===== src/scr_pkg.sv =====
package scr_pkg;
  // Control register selector codes on the register port
  localparam logic [3:0] SCR_SEL_INT_SP = 4'h0;
  localparam logic [3:0] SCR_SEL_MST_SP = 4'h1;
  localparam logic [3:0] SCR_SEL_USR_SP = 4'h2;
  localparam logic [3:0] SCR_SEL_ACT_SP = 4'h3;
  localparam logic [3:0] SCR_SEL_STATUS = 4'h4;
  localparam logic [3:0] SCR_SEL_VEC_BASE = 4'h5;
  localparam logic [3:0] SCR_SEL_SRC_SPACE = 4'h6;
  localparam logic [3:0] SCR_SEL_DST_SPACE = 4'h7;
  localparam logic [3:0] SCR_SEL_CACHE = 4'h8;
  localparam logic [3:0] SCR_SEL_FLAGS = 4'h9;
  // Status word fields
  localparam int SCR_ST_TRACE_HI = 15;
  localparam int SCR_ST_TRACE_LO = 14;
  localparam int SCR_ST_SUP = 13;
  localparam int SCR_ST_MST = 12;
  localparam int SCR_ST_MASK_HI = 10;
  localparam int SCR_ST_MASK_LO = 8;
  localparam logic [15:0] SCR_ST_IMPL_MASK = 16'hF71F;
  localparam logic [15:0] SCR_FLAGS_MASK = 16'h001F;
  localparam logic [15:0] SCR_ST_RESET = 16'h2700;
  // Cache control enables
  localparam int SCR_CACHE_DE = 31;
  localparam int SCR_CACHE_IE = 15;
  localparam logic [31:0] SCR_CACHE_MASK = 32'h80008000;
  localparam logic [31:0] SCR_CACHE_RESET = 32'h00000000;
  localparam logic [31:0] SCR_PTR_RESET = 32'h00000000;
  localparam logic [2:0] SCR_FC_RESET = 3'h0;
  localparam logic [31:0] SCR_DATA_RESET = 32'h00000000;
  localparam logic [15:0] SCR_SAVED_RESET = 16'h0000;
  // Function codes
  localparam logic [2:0] SCR_FC_USER_DATA = 3'h1;
  localparam logic [2:0] SCR_FC_USER_PROG = 3'h2;
  localparam logic [2:0] SCR_FC_SUP_DATA = 3'h5;
  localparam logic [2:0] SCR_FC_SUP_PROG = 3'h6;
  // Status word write operations
  typedef enum logic [2:0]
  {
    SCR_OP_MOVE = 3'h0,
    SCR_OP_AND = 3'h1,
    SCR_OP_XOR = 3'h2,
    SCR_OP_OR = 3'h3,
    SCR_OP_RET = 3'h4
  } scr_op_t;
endpackage


===== src/scr_fc_gen.sv =====
`timescale 1ns/100ps
module scr_fc_gen
(
  // Access kind
  input wire logic sup_mode,
  input wire logic prog_access,
  input wire logic use_alt_src,
  input wire logic use_alt_dst,
  input wire logic [2:0] source_space_code,
  input wire logic [2:0] dest_space_code,
  // Result
  output logic [2:0] fc
);
  import scr_pkg::*;
  wire logic [2:0] auto_fc;
  assign auto_fc = sup_mode ? (prog_access ? SCR_FC_SUP_PROG : SCR_FC_SUP_DATA)
                            : (prog_access ? SCR_FC_USER_PROG : SCR_FC_USER_DATA);
  assign fc = use_alt_src ? source_space_code : (use_alt_dst ? dest_space_code : auto_fc);
endmodule


===== src/scr_regs.sv =====
// Overview of operation
// - In supervisor mode, master bit picks master stack, else interrupt stack.
// - With supervisor bit clear, the user stack pointer is active.
// - Implicit stack references always use the currently active pointer.
// - Interrupt exception saves the status word, then clears the master bit.
// - Reset leaves master bit clear, selecting the interrupt stack.
// - Only status moves, logic immediates, exception return and interrupt entry change the master bit.
// - Privilege depends only on the supervisor bit, never the master bit.
// - Status word is 16 bits; user mode reaches only the condition flags.
// - Status word holds priority mask, two trace bits, supervisor and master bits.
// - Interrupt and master stack pointers are full 32-bit general registers.
// - Vector address is displacement plus the 32-bit vector base.
// - Two alternate 3-bit space codes override the automatic code when asked.
// - Automatic space code tells program from data and user from supervisor.
// - Cache control holds separate instruction and data enables, no line effects.
// - Reset clears the whole cache control register.
// - Control registers other than the flags selector are reachable only in supervisor mode.
`timescale 1ns/100ps
module scr_regs
(
  // Clock and reset
  input wire logic mclk,
  input wire logic rst_n,
  input wire logic clk_en,
  // Register port
  input wire logic [3:0] reg_addr,
  input wire logic [31:0] reg_wdata,
  input wire logic reg_wr,
  input wire logic reg_rd,
  input wire scr_pkg::scr_op_t reg_op,
  output logic [31:0] reg_rdata,
  output logic priv_fault,
  // Implicit stack access
  input wire logic stk_wr,
  input wire logic [31:0] stk_wdata,
  output logic [31:0] stk_ptr,
  // Exception processing
  input wire logic exc_start,
  input wire logic exc_is_irq,
  input wire logic [2:0] exc_ipl,
  input wire logic [9:0] vec_disp,
  output logic [15:0] saved_status,
  output logic [31:0] vec_addr,
  // Address space generation
  input wire logic prog_access,
  input wire logic use_alt_src,
  input wire logic use_alt_dst,
  output logic [2:0] space_code,
  // Mode and cache outputs
  output logic [15:0] status_word,
  output logic sup_mode,
  output logic icache_en,
  output logic dcache_en
);
  import scr_pkg::*;

  logic [31:0] int_sp_q, int_sp_d;
  logic [31:0] mst_sp_q, mst_sp_d;
  logic [31:0] usr_sp_q, usr_sp_d;
  logic [15:0] stat_q, stat_d;
  logic [31:0] vbase_q, vbase_d;
  logic [2:0] src_fc_q, src_fc_d;
  logic [2:0] dst_fc_q, dst_fc_d;
  logic [31:0] cache_q, cache_d;
  logic [31:0] rdata_q;
  logic fault_q;
  logic [15:0] saved_q;
  logic [31:0] vec_q;
  logic [31:0] stk_q;
  logic [2:0] fc_q;

  wire logic s_bit;
  wire logic m_bit;
  wire logic [31:0] act_ptr;
  wire logic [1:0] act_idx;
  wire logic [2:0] fc_w;
  // Register selects
  wire logic sel_int;
  wire logic sel_mst;
  wire logic sel_usr;
  wire logic sel_act;
  wire logic sel_stat;
  wire logic sel_vbase;
  wire logic sel_src;
  wire logic sel_dst;
  wire logic sel_cache;
  wire logic is_flags;
  wire logic sel_status;
  // Access qualification
  wire logic allowed;
  wire logic wr_ok;
  wire logic rd_ok;
  // Write enables
  wire logic wr_int;
  wire logic wr_mst;
  wire logic wr_usr;
  wire logic wr_vbase;
  wire logic wr_src;
  wire logic wr_dst;
  wire logic wr_cache;
  wire logic wr_status;
  wire logic push_int;
  wire logic push_mst;
  wire logic push_usr;
  // Status word datapath
  wire logic [15:0] st_operand;
  wire logic [15:0] st_result;
  wire logic [15:0] st_written;
  wire logic [15:0] st_exc;
  wire logic [31:0] rd_mux;

  assign s_bit = stat_q[SCR_ST_SUP];
  assign m_bit = stat_q[SCR_ST_MST];

  scr_stack_sel u_stack_sel
  (
    .sup_mode(s_bit),
    .master_mode(m_bit),
    .user_stack_ptr(usr_sp_q),
    .interrupt_stack_ptr(int_sp_q),
    .master_stack_ptr(mst_sp_q),
    .active_ptr(act_ptr),
    .active_idx(act_idx)
  );

  scr_fc_gen u_fc_gen
  (
    .sup_mode(s_bit),
    .prog_access(prog_access),
    .use_alt_src(use_alt_src),
    .use_alt_dst(use_alt_dst),
    .source_space_code(src_fc_q),
    .dest_space_code(dst_fc_q),
    .fc(fc_w)
  );

  // Selector decode
  assign sel_int = (reg_addr == SCR_SEL_INT_SP);
  assign sel_mst = (reg_addr == SCR_SEL_MST_SP);
  assign sel_usr = (reg_addr == SCR_SEL_USR_SP);
  assign sel_act = (reg_addr == SCR_SEL_ACT_SP);
  assign sel_stat = (reg_addr == SCR_SEL_STATUS);
  assign sel_vbase = (reg_addr == SCR_SEL_VEC_BASE);
  assign sel_src = (reg_addr == SCR_SEL_SRC_SPACE);
  assign sel_dst = (reg_addr == SCR_SEL_DST_SPACE);
  assign sel_cache = (reg_addr == SCR_SEL_CACHE);
  assign is_flags = (reg_addr == SCR_SEL_FLAGS);
  assign sel_status = sel_stat | is_flags;

  // Privilege check uses the supervisor bit; the flags selector is always allowed
  assign allowed = s_bit | is_flags;
  assign wr_ok = reg_wr & allowed;
  assign rd_ok = reg_rd & allowed;

  // Active supervisor selector follows the master bit
  assign wr_int = wr_ok & (sel_int | (sel_act & ~m_bit));
  assign wr_mst = wr_ok & (sel_mst | (sel_act & m_bit));
  assign wr_usr = wr_ok & sel_usr;
  assign wr_vbase = wr_ok & sel_vbase;
  assign wr_src = wr_ok & sel_src;
  assign wr_dst = wr_ok & sel_dst;
  assign wr_cache = wr_ok & sel_cache;
  assign wr_status = wr_ok & sel_status;

  // Implicit stack writes go to the active pointer
  assign push_int = stk_wr & (act_idx == 2'h0);
  assign push_mst = stk_wr & (act_idx == 2'h1);
  assign push_usr = stk_wr & (act_idx == 2'h2);

  // Status word updates: move or logic immediate or exception return
  assign st_operand = is_flags ? ((reg_wdata[15:0] & SCR_FLAGS_MASK) | (stat_q & ~SCR_FLAGS_MASK))
                               : reg_wdata[15:0];
  assign st_result = (reg_op == SCR_OP_AND) ? (stat_q & (is_flags ? (st_operand | ~SCR_FLAGS_MASK) : st_operand)) :
                     (reg_op == SCR_OP_XOR) ? (stat_q ^ (st_operand & (is_flags ? SCR_FLAGS_MASK : 16'hFFFF))) :
                     (reg_op == SCR_OP_OR) ? (stat_q | (st_operand & (is_flags ? SCR_FLAGS_MASK : 16'hFFFF))) :
                     st_operand;
  assign st_written = st_result & SCR_ST_IMPL_MASK;

  // Interrupt entry: supervisor on, trace off, master cleared, mask set to exc_ipl
  assign st_exc = {2'h0, 1'h1, exc_is_irq ? 1'h0 : m_bit, 1'h0,
                   exc_is_irq ? exc_ipl : stat_q[SCR_ST_MASK_HI:SCR_ST_MASK_LO],
                   3'h0, stat_q[4:0]};

  // Register write wins over an implicit stack write to the same pointer
  assign int_sp_d = wr_int ? reg_wdata : (push_int ? stk_wdata : int_sp_q);
  assign mst_sp_d = wr_mst ? reg_wdata : (push_mst ? stk_wdata : mst_sp_q);
  assign usr_sp_d = wr_usr ? reg_wdata : (push_usr ? stk_wdata : usr_sp_q);
  assign vbase_d = wr_vbase ? reg_wdata : vbase_q;
  assign src_fc_d = wr_src ? reg_wdata[2:0] : src_fc_q;
  assign dst_fc_d = wr_dst ? reg_wdata[2:0] : dst_fc_q;
  assign cache_d = wr_cache ? (reg_wdata & SCR_CACHE_MASK) : cache_q;
  // Exception entry wins over a software status write in the same cycle
  assign stat_d = exc_start ? st_exc : (wr_status ? st_written : stat_q);

  assign rd_mux = sel_int ? int_sp_q :
                  sel_mst ? mst_sp_q :
                  sel_usr ? usr_sp_q :
                  sel_act ? (m_bit ? mst_sp_q : int_sp_q) :
                  sel_stat ? {16'h0000, stat_q} :
                  sel_vbase ? vbase_q :
                  sel_src ? {29'h0000000, src_fc_q} :
                  sel_dst ? {29'h0000000, dst_fc_q} :
                  sel_cache ? cache_q :
                  is_flags ? {16'h0000, stat_q & SCR_FLAGS_MASK} : 32'h00000000;

  // Interrupt stack pointer
  always_ff @(posedge mclk or negedge rst_n)
  begin
    if (!rst_n)
      int_sp_q <= SCR_PTR_RESET;
    else if (clk_en)
      int_sp_q <= int_sp_d;
  end

  // Master stack pointer
  always_ff @(posedge mclk or negedge rst_n)
  begin
    if (!rst_n)
      mst_sp_q <= SCR_PTR_RESET;
    else if (clk_en)
      mst_sp_q <= mst_sp_d;
  end

  // User stack pointer
  always_ff @(posedge mclk or negedge rst_n)
  begin
    if (!rst_n)
      usr_sp_q <= SCR_PTR_RESET;
    else if (clk_en)
      usr_sp_q <= usr_sp_d;
  end

  // Status word
  always_ff @(posedge mclk or negedge rst_n)
  begin
    if (!rst_n)
      stat_q <= SCR_ST_RESET;
    else if (clk_en)
      stat_q <= stat_d;
  end

  // Vector table base
  always_ff @(posedge mclk or negedge rst_n)
  begin
    if (!rst_n)
      vbase_q <= SCR_PTR_RESET;
    else if (clk_en)
      vbase_q <= vbase_d;
  end

  // Source alternate space code
  always_ff @(posedge mclk or negedge rst_n)
  begin
    if (!rst_n)
      src_fc_q <= SCR_FC_RESET;
    else if (clk_en)
      src_fc_q <= src_fc_d;
  end

  // Destination alternate space code
  always_ff @(posedge mclk or negedge rst_n)
  begin
    if (!rst_n)
      dst_fc_q <= SCR_FC_RESET;
    else if (clk_en)
      dst_fc_q <= dst_fc_d;
  end

  // Cache enables
  always_ff @(posedge mclk or negedge rst_n)
  begin
    if (!rst_n)
      cache_q <= SCR_CACHE_RESET;
    else if (clk_en)
      cache_q <= cache_d;
  end

  // Registered outputs
  always_ff @(posedge mclk or negedge rst_n)
  begin
    if (!rst_n)
    begin
      rdata_q <= SCR_DATA_RESET;
      fault_q <= 1'b0;
      saved_q <= SCR_SAVED_RESET;
      vec_q <= SCR_DATA_RESET;
      stk_q <= SCR_DATA_RESET;
      fc_q <= SCR_FC_RESET;
    end
    else if (clk_en)
    begin
      rdata_q <= rd_ok ? rd_mux : 32'h00000000;
      fault_q <= (reg_wr | reg_rd) & ~allowed;
      if (exc_start)
        saved_q <= stat_q;
      vec_q <= vbase_q + {22'h00000, vec_disp};
      stk_q <= act_ptr;
      fc_q <= fc_w;
    end
  end

  assign reg_rdata = rdata_q;
  assign priv_fault = fault_q;
  assign saved_status = saved_q;
  assign vec_addr = vec_q;
  assign stk_ptr = stk_q;
  assign space_code = fc_q;
  assign status_word = stat_q;
  assign sup_mode = stat_q[SCR_ST_SUP];
  assign icache_en = cache_q[SCR_CACHE_IE];
  assign dcache_en = cache_q[SCR_CACHE_DE];
endmodule


===== src/scr_stack_sel.sv =====
`timescale 1ns/100ps
module scr_stack_sel
(
  // Mode bits
  input wire logic sup_mode,
  input wire logic master_mode,
  // Stack pointers
  input wire logic [31:0] user_stack_ptr,
  input wire logic [31:0] interrupt_stack_ptr,
  input wire logic [31:0] master_stack_ptr,
  // Selection
  output logic [31:0] active_ptr,
  output logic [1:0] active_idx
);
  wire logic [31:0] sup_ptr;
  assign sup_ptr = master_mode ? master_stack_ptr : interrupt_stack_ptr;
  assign active_ptr = sup_mode ? sup_ptr : user_stack_ptr;
  assign active_idx = sup_mode ? (master_mode ? 2'h1 : 2'h0) : 2'h2;
endmodule

===== config.mk =====
export PLATFORM = sky130hd
export DESIGN_NAME = scr_regs
export DESIGN_NICKNAME = d
export VERILOG_FILES = /design/src/scr_pkg.sv /design/src/scr_fc_gen.sv /design/src/scr_regs.sv /design/src/scr_stack_sel.sv
export SDC_FILE = /design/constraint.sdc
export NUM_CORES = 1
export LEC_CHECK = 0
export BUFFER_PORTS_ARGS = -buffer_cell sky130_fd_sc_hd__buf_2
export CAP_MARGIN = 20
export CORE_MARGIN = 2
export CORE_UTILIZATION = 45
export DETAILED_ROUTE_END_ITERATION = 8
export PLACE_DENSITY = 0.67
export SYNTH_ARGS = -nofsm -noshare
export SYNTH_HDL_FRONTEND = slang
export SYNTH_HIERARCHICAL = 1
export SYNTH_SLANG_ARGS = --single-unit

===== constraint.sdc =====
create_clock -name mclk -period 3.5 [get_ports mclk]
set_input_delay 0.525 -clock mclk [delete_from_list [all_inputs] [get_ports mclk]]
set_output_delay 0.525 -clock mclk [all_outputs]
set_load 0.02 [all_outputs]

**Word-level counts from Yosys, hierarchy flattened**

Index checks and enable logic that the tools add are counted.

- Register bits: 268
- Input bits: 95
- Output and inout port bits: 135
- Word-level logic and storage cells: 114

- Add/subtract/negate cells: 1
- Equal/unequal tests: 15
- Muxes and demuxes: 36
- Bitwise gates (word level): 29
- Reductions and logical operators: 17

Operator list:

| operator | number |
|---|---|
| two-way mux 32 bit | 18 |
| two-way mux 16 bit | 8 |
| adder 32 x 10 -> 32 bit | 1 |
| bitwise AND 16 bit | 2 |
| AND reduction 2 bit | 9 |
| bitwise AND 1 bit | 16 |
| == test 4 x 3 -> 1 bit (second input constant) | 4 |
| bitwise OR 16 bit | 1 |
| bitwise OR 5 x 16 -> 16 bit | 1 |
| XOR 16 bit | 1 |
| two-way mux 3 bit | 4 |
| == test 4 x 2 -> 1 bit (second input constant) | 2 |
| == test 4 bit (second input constant) | 2 |
| nonzero test 2 bit | 4 |
| == test 3 x 2 -> 1 bit (second input constant) | 2 |
| two-way mux 2 bit | 3 |
| AND reduction 3 bit | 2 |
| two-way mux 5 bit | 1 |
| bitwise OR 1 bit | 5 |
| == test 4 x 1 -> 1 bit (second input constant) | 1 |
| logical NOT 4 bit | 1 |
| == test 3 x 1 -> 1 bit (second input constant) | 1 |
| inverter 1 bit | 3 |
| == test 2 x 1 -> 1 bit (second input constant) | 1 |
| 4 further kinds | 5 |

**Depth between registers and ports, before layout**

- Depth after elaboration: 12
- Gate-level depth with buffers: 11
- Gate-level depth less buffers: 9

**Cells and area by module**

The synthesis kept the hierarchy.

Modules (own cells, without submodules):

| module | times used | cells each | area each (um2) | seq. area each (um2) |
|---|---|---|---|---|
| scr_regs | 1 | 1382 | 13646.8 | 6511.2 |
| scr_stack_sel | 1 | 109 | 716.9 | 0.0 |
| scr_fc_gen | 1 | 10 | 63.8 | 0.0 |

**Worst setup path before layout**

Ideal clock, no wire load.

- Kind: input port to flip-flop
- From: in vec_disp[0]
- To: reg vec_q[30], in the netlist vec_addr[30]
- Arrival time: 2.381 ns
- Data required time: 3.363 ns
- Path slack: 0.982 ns
- Stages: 9
- Buffers on the path: 1
- Path through: ha_1 fa_1 a21oi_1 o211ai_1 a41oi_1 clkbuf_1 nand3b_1 xor2_1 a21oi_1

- Word-level cells in the longest chain between the ends: 1

Ends and longest elaborated chain:

| what | RTL line | source |
|---|---|---|
| start: declaration | scr_regs.sv:41 | `input wire logic [9:0] vec_disp,` |
| adder 32 x 10 -> 32 bit | scr_regs.sv:296 | `vec_q <= vbase_q + {22'h00000, vec_disp};` |
| end signal: assignment | scr_regs.sv:296 |  |
| end: declaration | scr_regs.sv:68 | `logic [31:0] vec_q;` |

Every way passes these cells.
A chain may end at the register's enable or synchronous reset.

**Worst setup path in the final report**

- From: reg vbase_q[4]
- To: reg vec_q[11], in the netlist vec_addr[11]

- Word-level cells in the longest chain between the ends: 1

Ends and longest elaborated chain:

| what | RTL line | source |
|---|---|---|
| start: declaration | scr_regs.sv:61 | `logic [31:0] vbase_q, vbase_d;` |
| start signal: assignment | scr_regs.sv:248 | `vbase_q <= vbase_d;` |
| adder 32 x 10 -> 32 bit | scr_regs.sv:296 |  |

Every way passes these cells.

==> results.json <==
{
  "synth_warnings": 6,
  "antenna_found_initial": 7,
  "yosysMostFrequentCell": "dfrtp_1",
  "synth_cells": 1501,
  "grt_pass1_vias": 11915,
  "netlist_area_sq_um": 14400,
  "ant_nets": 0,
  "period_needed_ns": 2.59,
  "place_ws_ns": 0.741,
  "critPathKind": "reg2reg",
  "synth.distinct_cells": 75,
  "tns_ns": 0,
  "finalHoldViolations": 0,
  "cpMaxStageDelayCell": "dfrtp_1",
  "grt_remaining_overflow": 0,
  "io_buffers": 221,
  "register_area_sq_um": 6510,
  "placed_cells": 2049,
  "maxCapViolations": 0,
  "dp_hpwl_mm": 31.5,
  "fmax_ghz": 0.386,
  "p_leak_nw": 8.00,
  "critPathMaxStageDelay_ns": 0.46,
  "synth_edf_count": 0,
  "io_pins": 230,
  "path_cells": "ha_1, nand2_1, o31ai_2, o221ai_2, a21boi_1, xnor2_1, a21oi_1",
  "num_vias": 12247,
  "synth_top_area_share_pct": 44.4,
  "coreArea_sq_um": 31600,
  "cellPowerDensity_nw_per_um2": 569,
  "post_cts_buffers": 0,
  "drive_above_1_share_pct": 24.3,
  "synth-async-reset-ratio_pct": 100,
  "finalPower_mw": 9.59,
  "setup_viol_count_final": 0,
  "finalInstanceArea_sq_um": 16800,
  "yosysTopAreaCell": "dfrtp_1",
  "fin_cells": 2107,
  "grt_max_degree": 93,
  "grt_pass1_wl_mm": 70.5,
  "cp.arrival_ns": 2.98,
  "critPathLaunchType": "register",
  "seq_area_frac_synth_pct": 45.1,
  "cts_resized": 0,
  "cpLargestDelayFamily": "compound AO/OA/AOI/OAI gates",
  "status": "finished clean",
  "setup_slack_ns": 0.910,
  "numCtsBuffers": 30,
  "fillers": 2929,
  "clockBufferDepth": 3,
  "rsz0062_at_grt": "no",
  "max-slew-margin-rel_pct": 39.6,
  "postCtsHoldBufs": 0,
  "crit_fanout": 9,
  "drt_iter0_drc": 845,
  "drt-vias-per-instance": 5.81,
  "route.detailed.drc": 0,
  "syn_area_per_cell_sq_um": 9.61,
  "yosys-top-cells-area": "dfrtp_1 (44%), mux2i_1 (8.8%), mux2_2 (6.3%)",
  "multiInputGateArea_sq_um": 7280,
  "netlist_top_cells_count": "dfrtp_1 (256), nand2_1 (173), o21ai_0 (173)",
  "placed_cell_area_sq_um": 15900,
  "start_util_pct": 45.7,
  "fin_skew_ns": 0.0120,
  "cts.sinks": 260,
  "ys_ff_latch": 260,
  "wl_per_cell_um": 21.5,
  "dieWidth_um": 183,
  "peakVddDrop_v": 0.000461,
  "root_buffer": "clkbuf_16",
  "slew_violations": 0,
  "num-nets-final": 1802,
  "cp-end-kind": "register",
  "period_share_pct": 74.0,
  "crit_required_ns": 3.89,
  "dieArea_sq_um": 33500,
  "clk_latency_ns": 0.56,
  "syn2layout_area_growth_pct": 16.8,
  "tritoncts": "built",
  "path_buf_inv": 0,
  "path_clk_slew_ns": 0.06,
  "gp_congestion": 0.903,
  "rows": 65,
  "synthFlopType": "dfrtp_1",
  "htree_levels": 1,
  "worst_pin_slew_ns": 0.905,
  "die_h_um": 183,
  "wirelength_mm": 45.3,
  "track_usage_pct": 27.0,
  "min_path_type": "in2async",
  "dr.pass1.iters": 9
}
metrics by stage:
stage          hold slack [ns]  utilization, %
2_1_floorplan            0.229               -
3_3_place_gp             0.460            50.2
3_5_place_dp             0.464            50.2
4_1_cts                 0.0331            53.4
5_1_grt                 0.0669            53.4
6_report               0.00980            53.4
path summary, 6_finish.rpt:
check                                      from  slack [ns]  depth (start not counted)              end
max in group asynchronous                 rst_n        2.56                          2     usr_sp_q[17]
min in group mclk                 reg_wdata[18]        0.26                          2      vbase_q[18]
worst min register to register  saved_status[0]        0.47                          2  saved_status[0]
worst max-delay path                 vbase_q[4]        0.91                          7     vec_addr[11]
worst max register to register       vbase_q[4]        0.91                          7     vec_addr[11]
worst min-delay path                      rst_n        0.01                          1  saved_status[4]
cell usage in the layout (no fill, tap or decap), drive strengths merged, types with 6 or more instances in the layout:
master | synthesis | layout
nand3 | 22 | 22
clkinv | 0 | 6
conb | 1 | 8
dfrtp | 256 | 256
nand2 | 173 | 173
nor3 | 11 | 11
a211oi | 10 | 10
a32oi | 7 | 7
nand2b | 11 | 11
a31oi | 6 | 6
buf | 51 | 255
inv | 30 | 30
a21oi | 131 | 131
a22oi | 10 | 10
xnor2 | 23 | 23
a221oi | 7 | 7
mux2 | 81 | 81
o2bb2ai | 15 | 15
ha | 27 | 27
o21a | 17 | 17
a22o | 12 | 12
o22ai | 7 | 7
o21ai | 177 | 177
a21o | 10 | 10
a222oi | 7 | 7
a2bb2oi | 13 | 13
nor2b | 8 | 8
o211ai | 6 | 6
clkbuf | 65 | 44
mux2i | 127 | 127
nor2 | 117 | 117
area by class of cell:
type	count	area share, %
Inverter	30	0.668
Antenna cell	5	0.0743
Timing Repair Buffer	255	8.60
Tap cell	402	2.99
Clock buffer	44	5.18
Multi-Input combinational cell	1102	43.2
Clock inverter	9	0.646
Sequential cell	260	38.7
power breakdown:
part / leakage [nW] / switching (mW) / internal (mW)
logic: 4.22 / 1.31 / 0.904
registers: 3.29 / 0.600 / 3.65
clock network: 0.483 / 1.26 / 1.86
registers in the layout, indices dropped and copies added, names as in the netlist:
name and cells:
usr_sp_q 32, src_fc_q 3, space_code 3, cache_q 2, dst_fc_q 3, vbase_q 32, int_sp_q 32, priv_fault 1
mst_sp_q 32, status_word 12, reg_rdata 32, saved_status 12, stk_ptr 32, vec_addr 32
routing by layer:
layer	share of wire, %	vias to the layer above	GRT usage (%)
li1	-	5726	-
met5	0.090	-	0
met2	45	465	42.3
met1	44	5967	38.2
met3	7.5	83	4.65
met4	2.9	6	8.77
kinds of logic (layout without fill, tap and decap cells):
family / count (synthesis) / in the layout / share of synthesized area, %
multiplexers: 208 / 208 / 15.1
flip-flops: 260 / 260 / 45.1
other: 1 / 13 / 0.0260
AO/OA/AOI/OAI: 452 / 452 / 19.0
adder cells (fa/ha/maj): 28 / 28 / 2.48
buffers and inverters: 146 / 338 / 4.90
XOR/XNOR: 27 / 27 / 1.64
AND/OR/NAND/NOR: 379 / 379 / 11.7
Note: power is estimated with default switching activity, not from simulation.
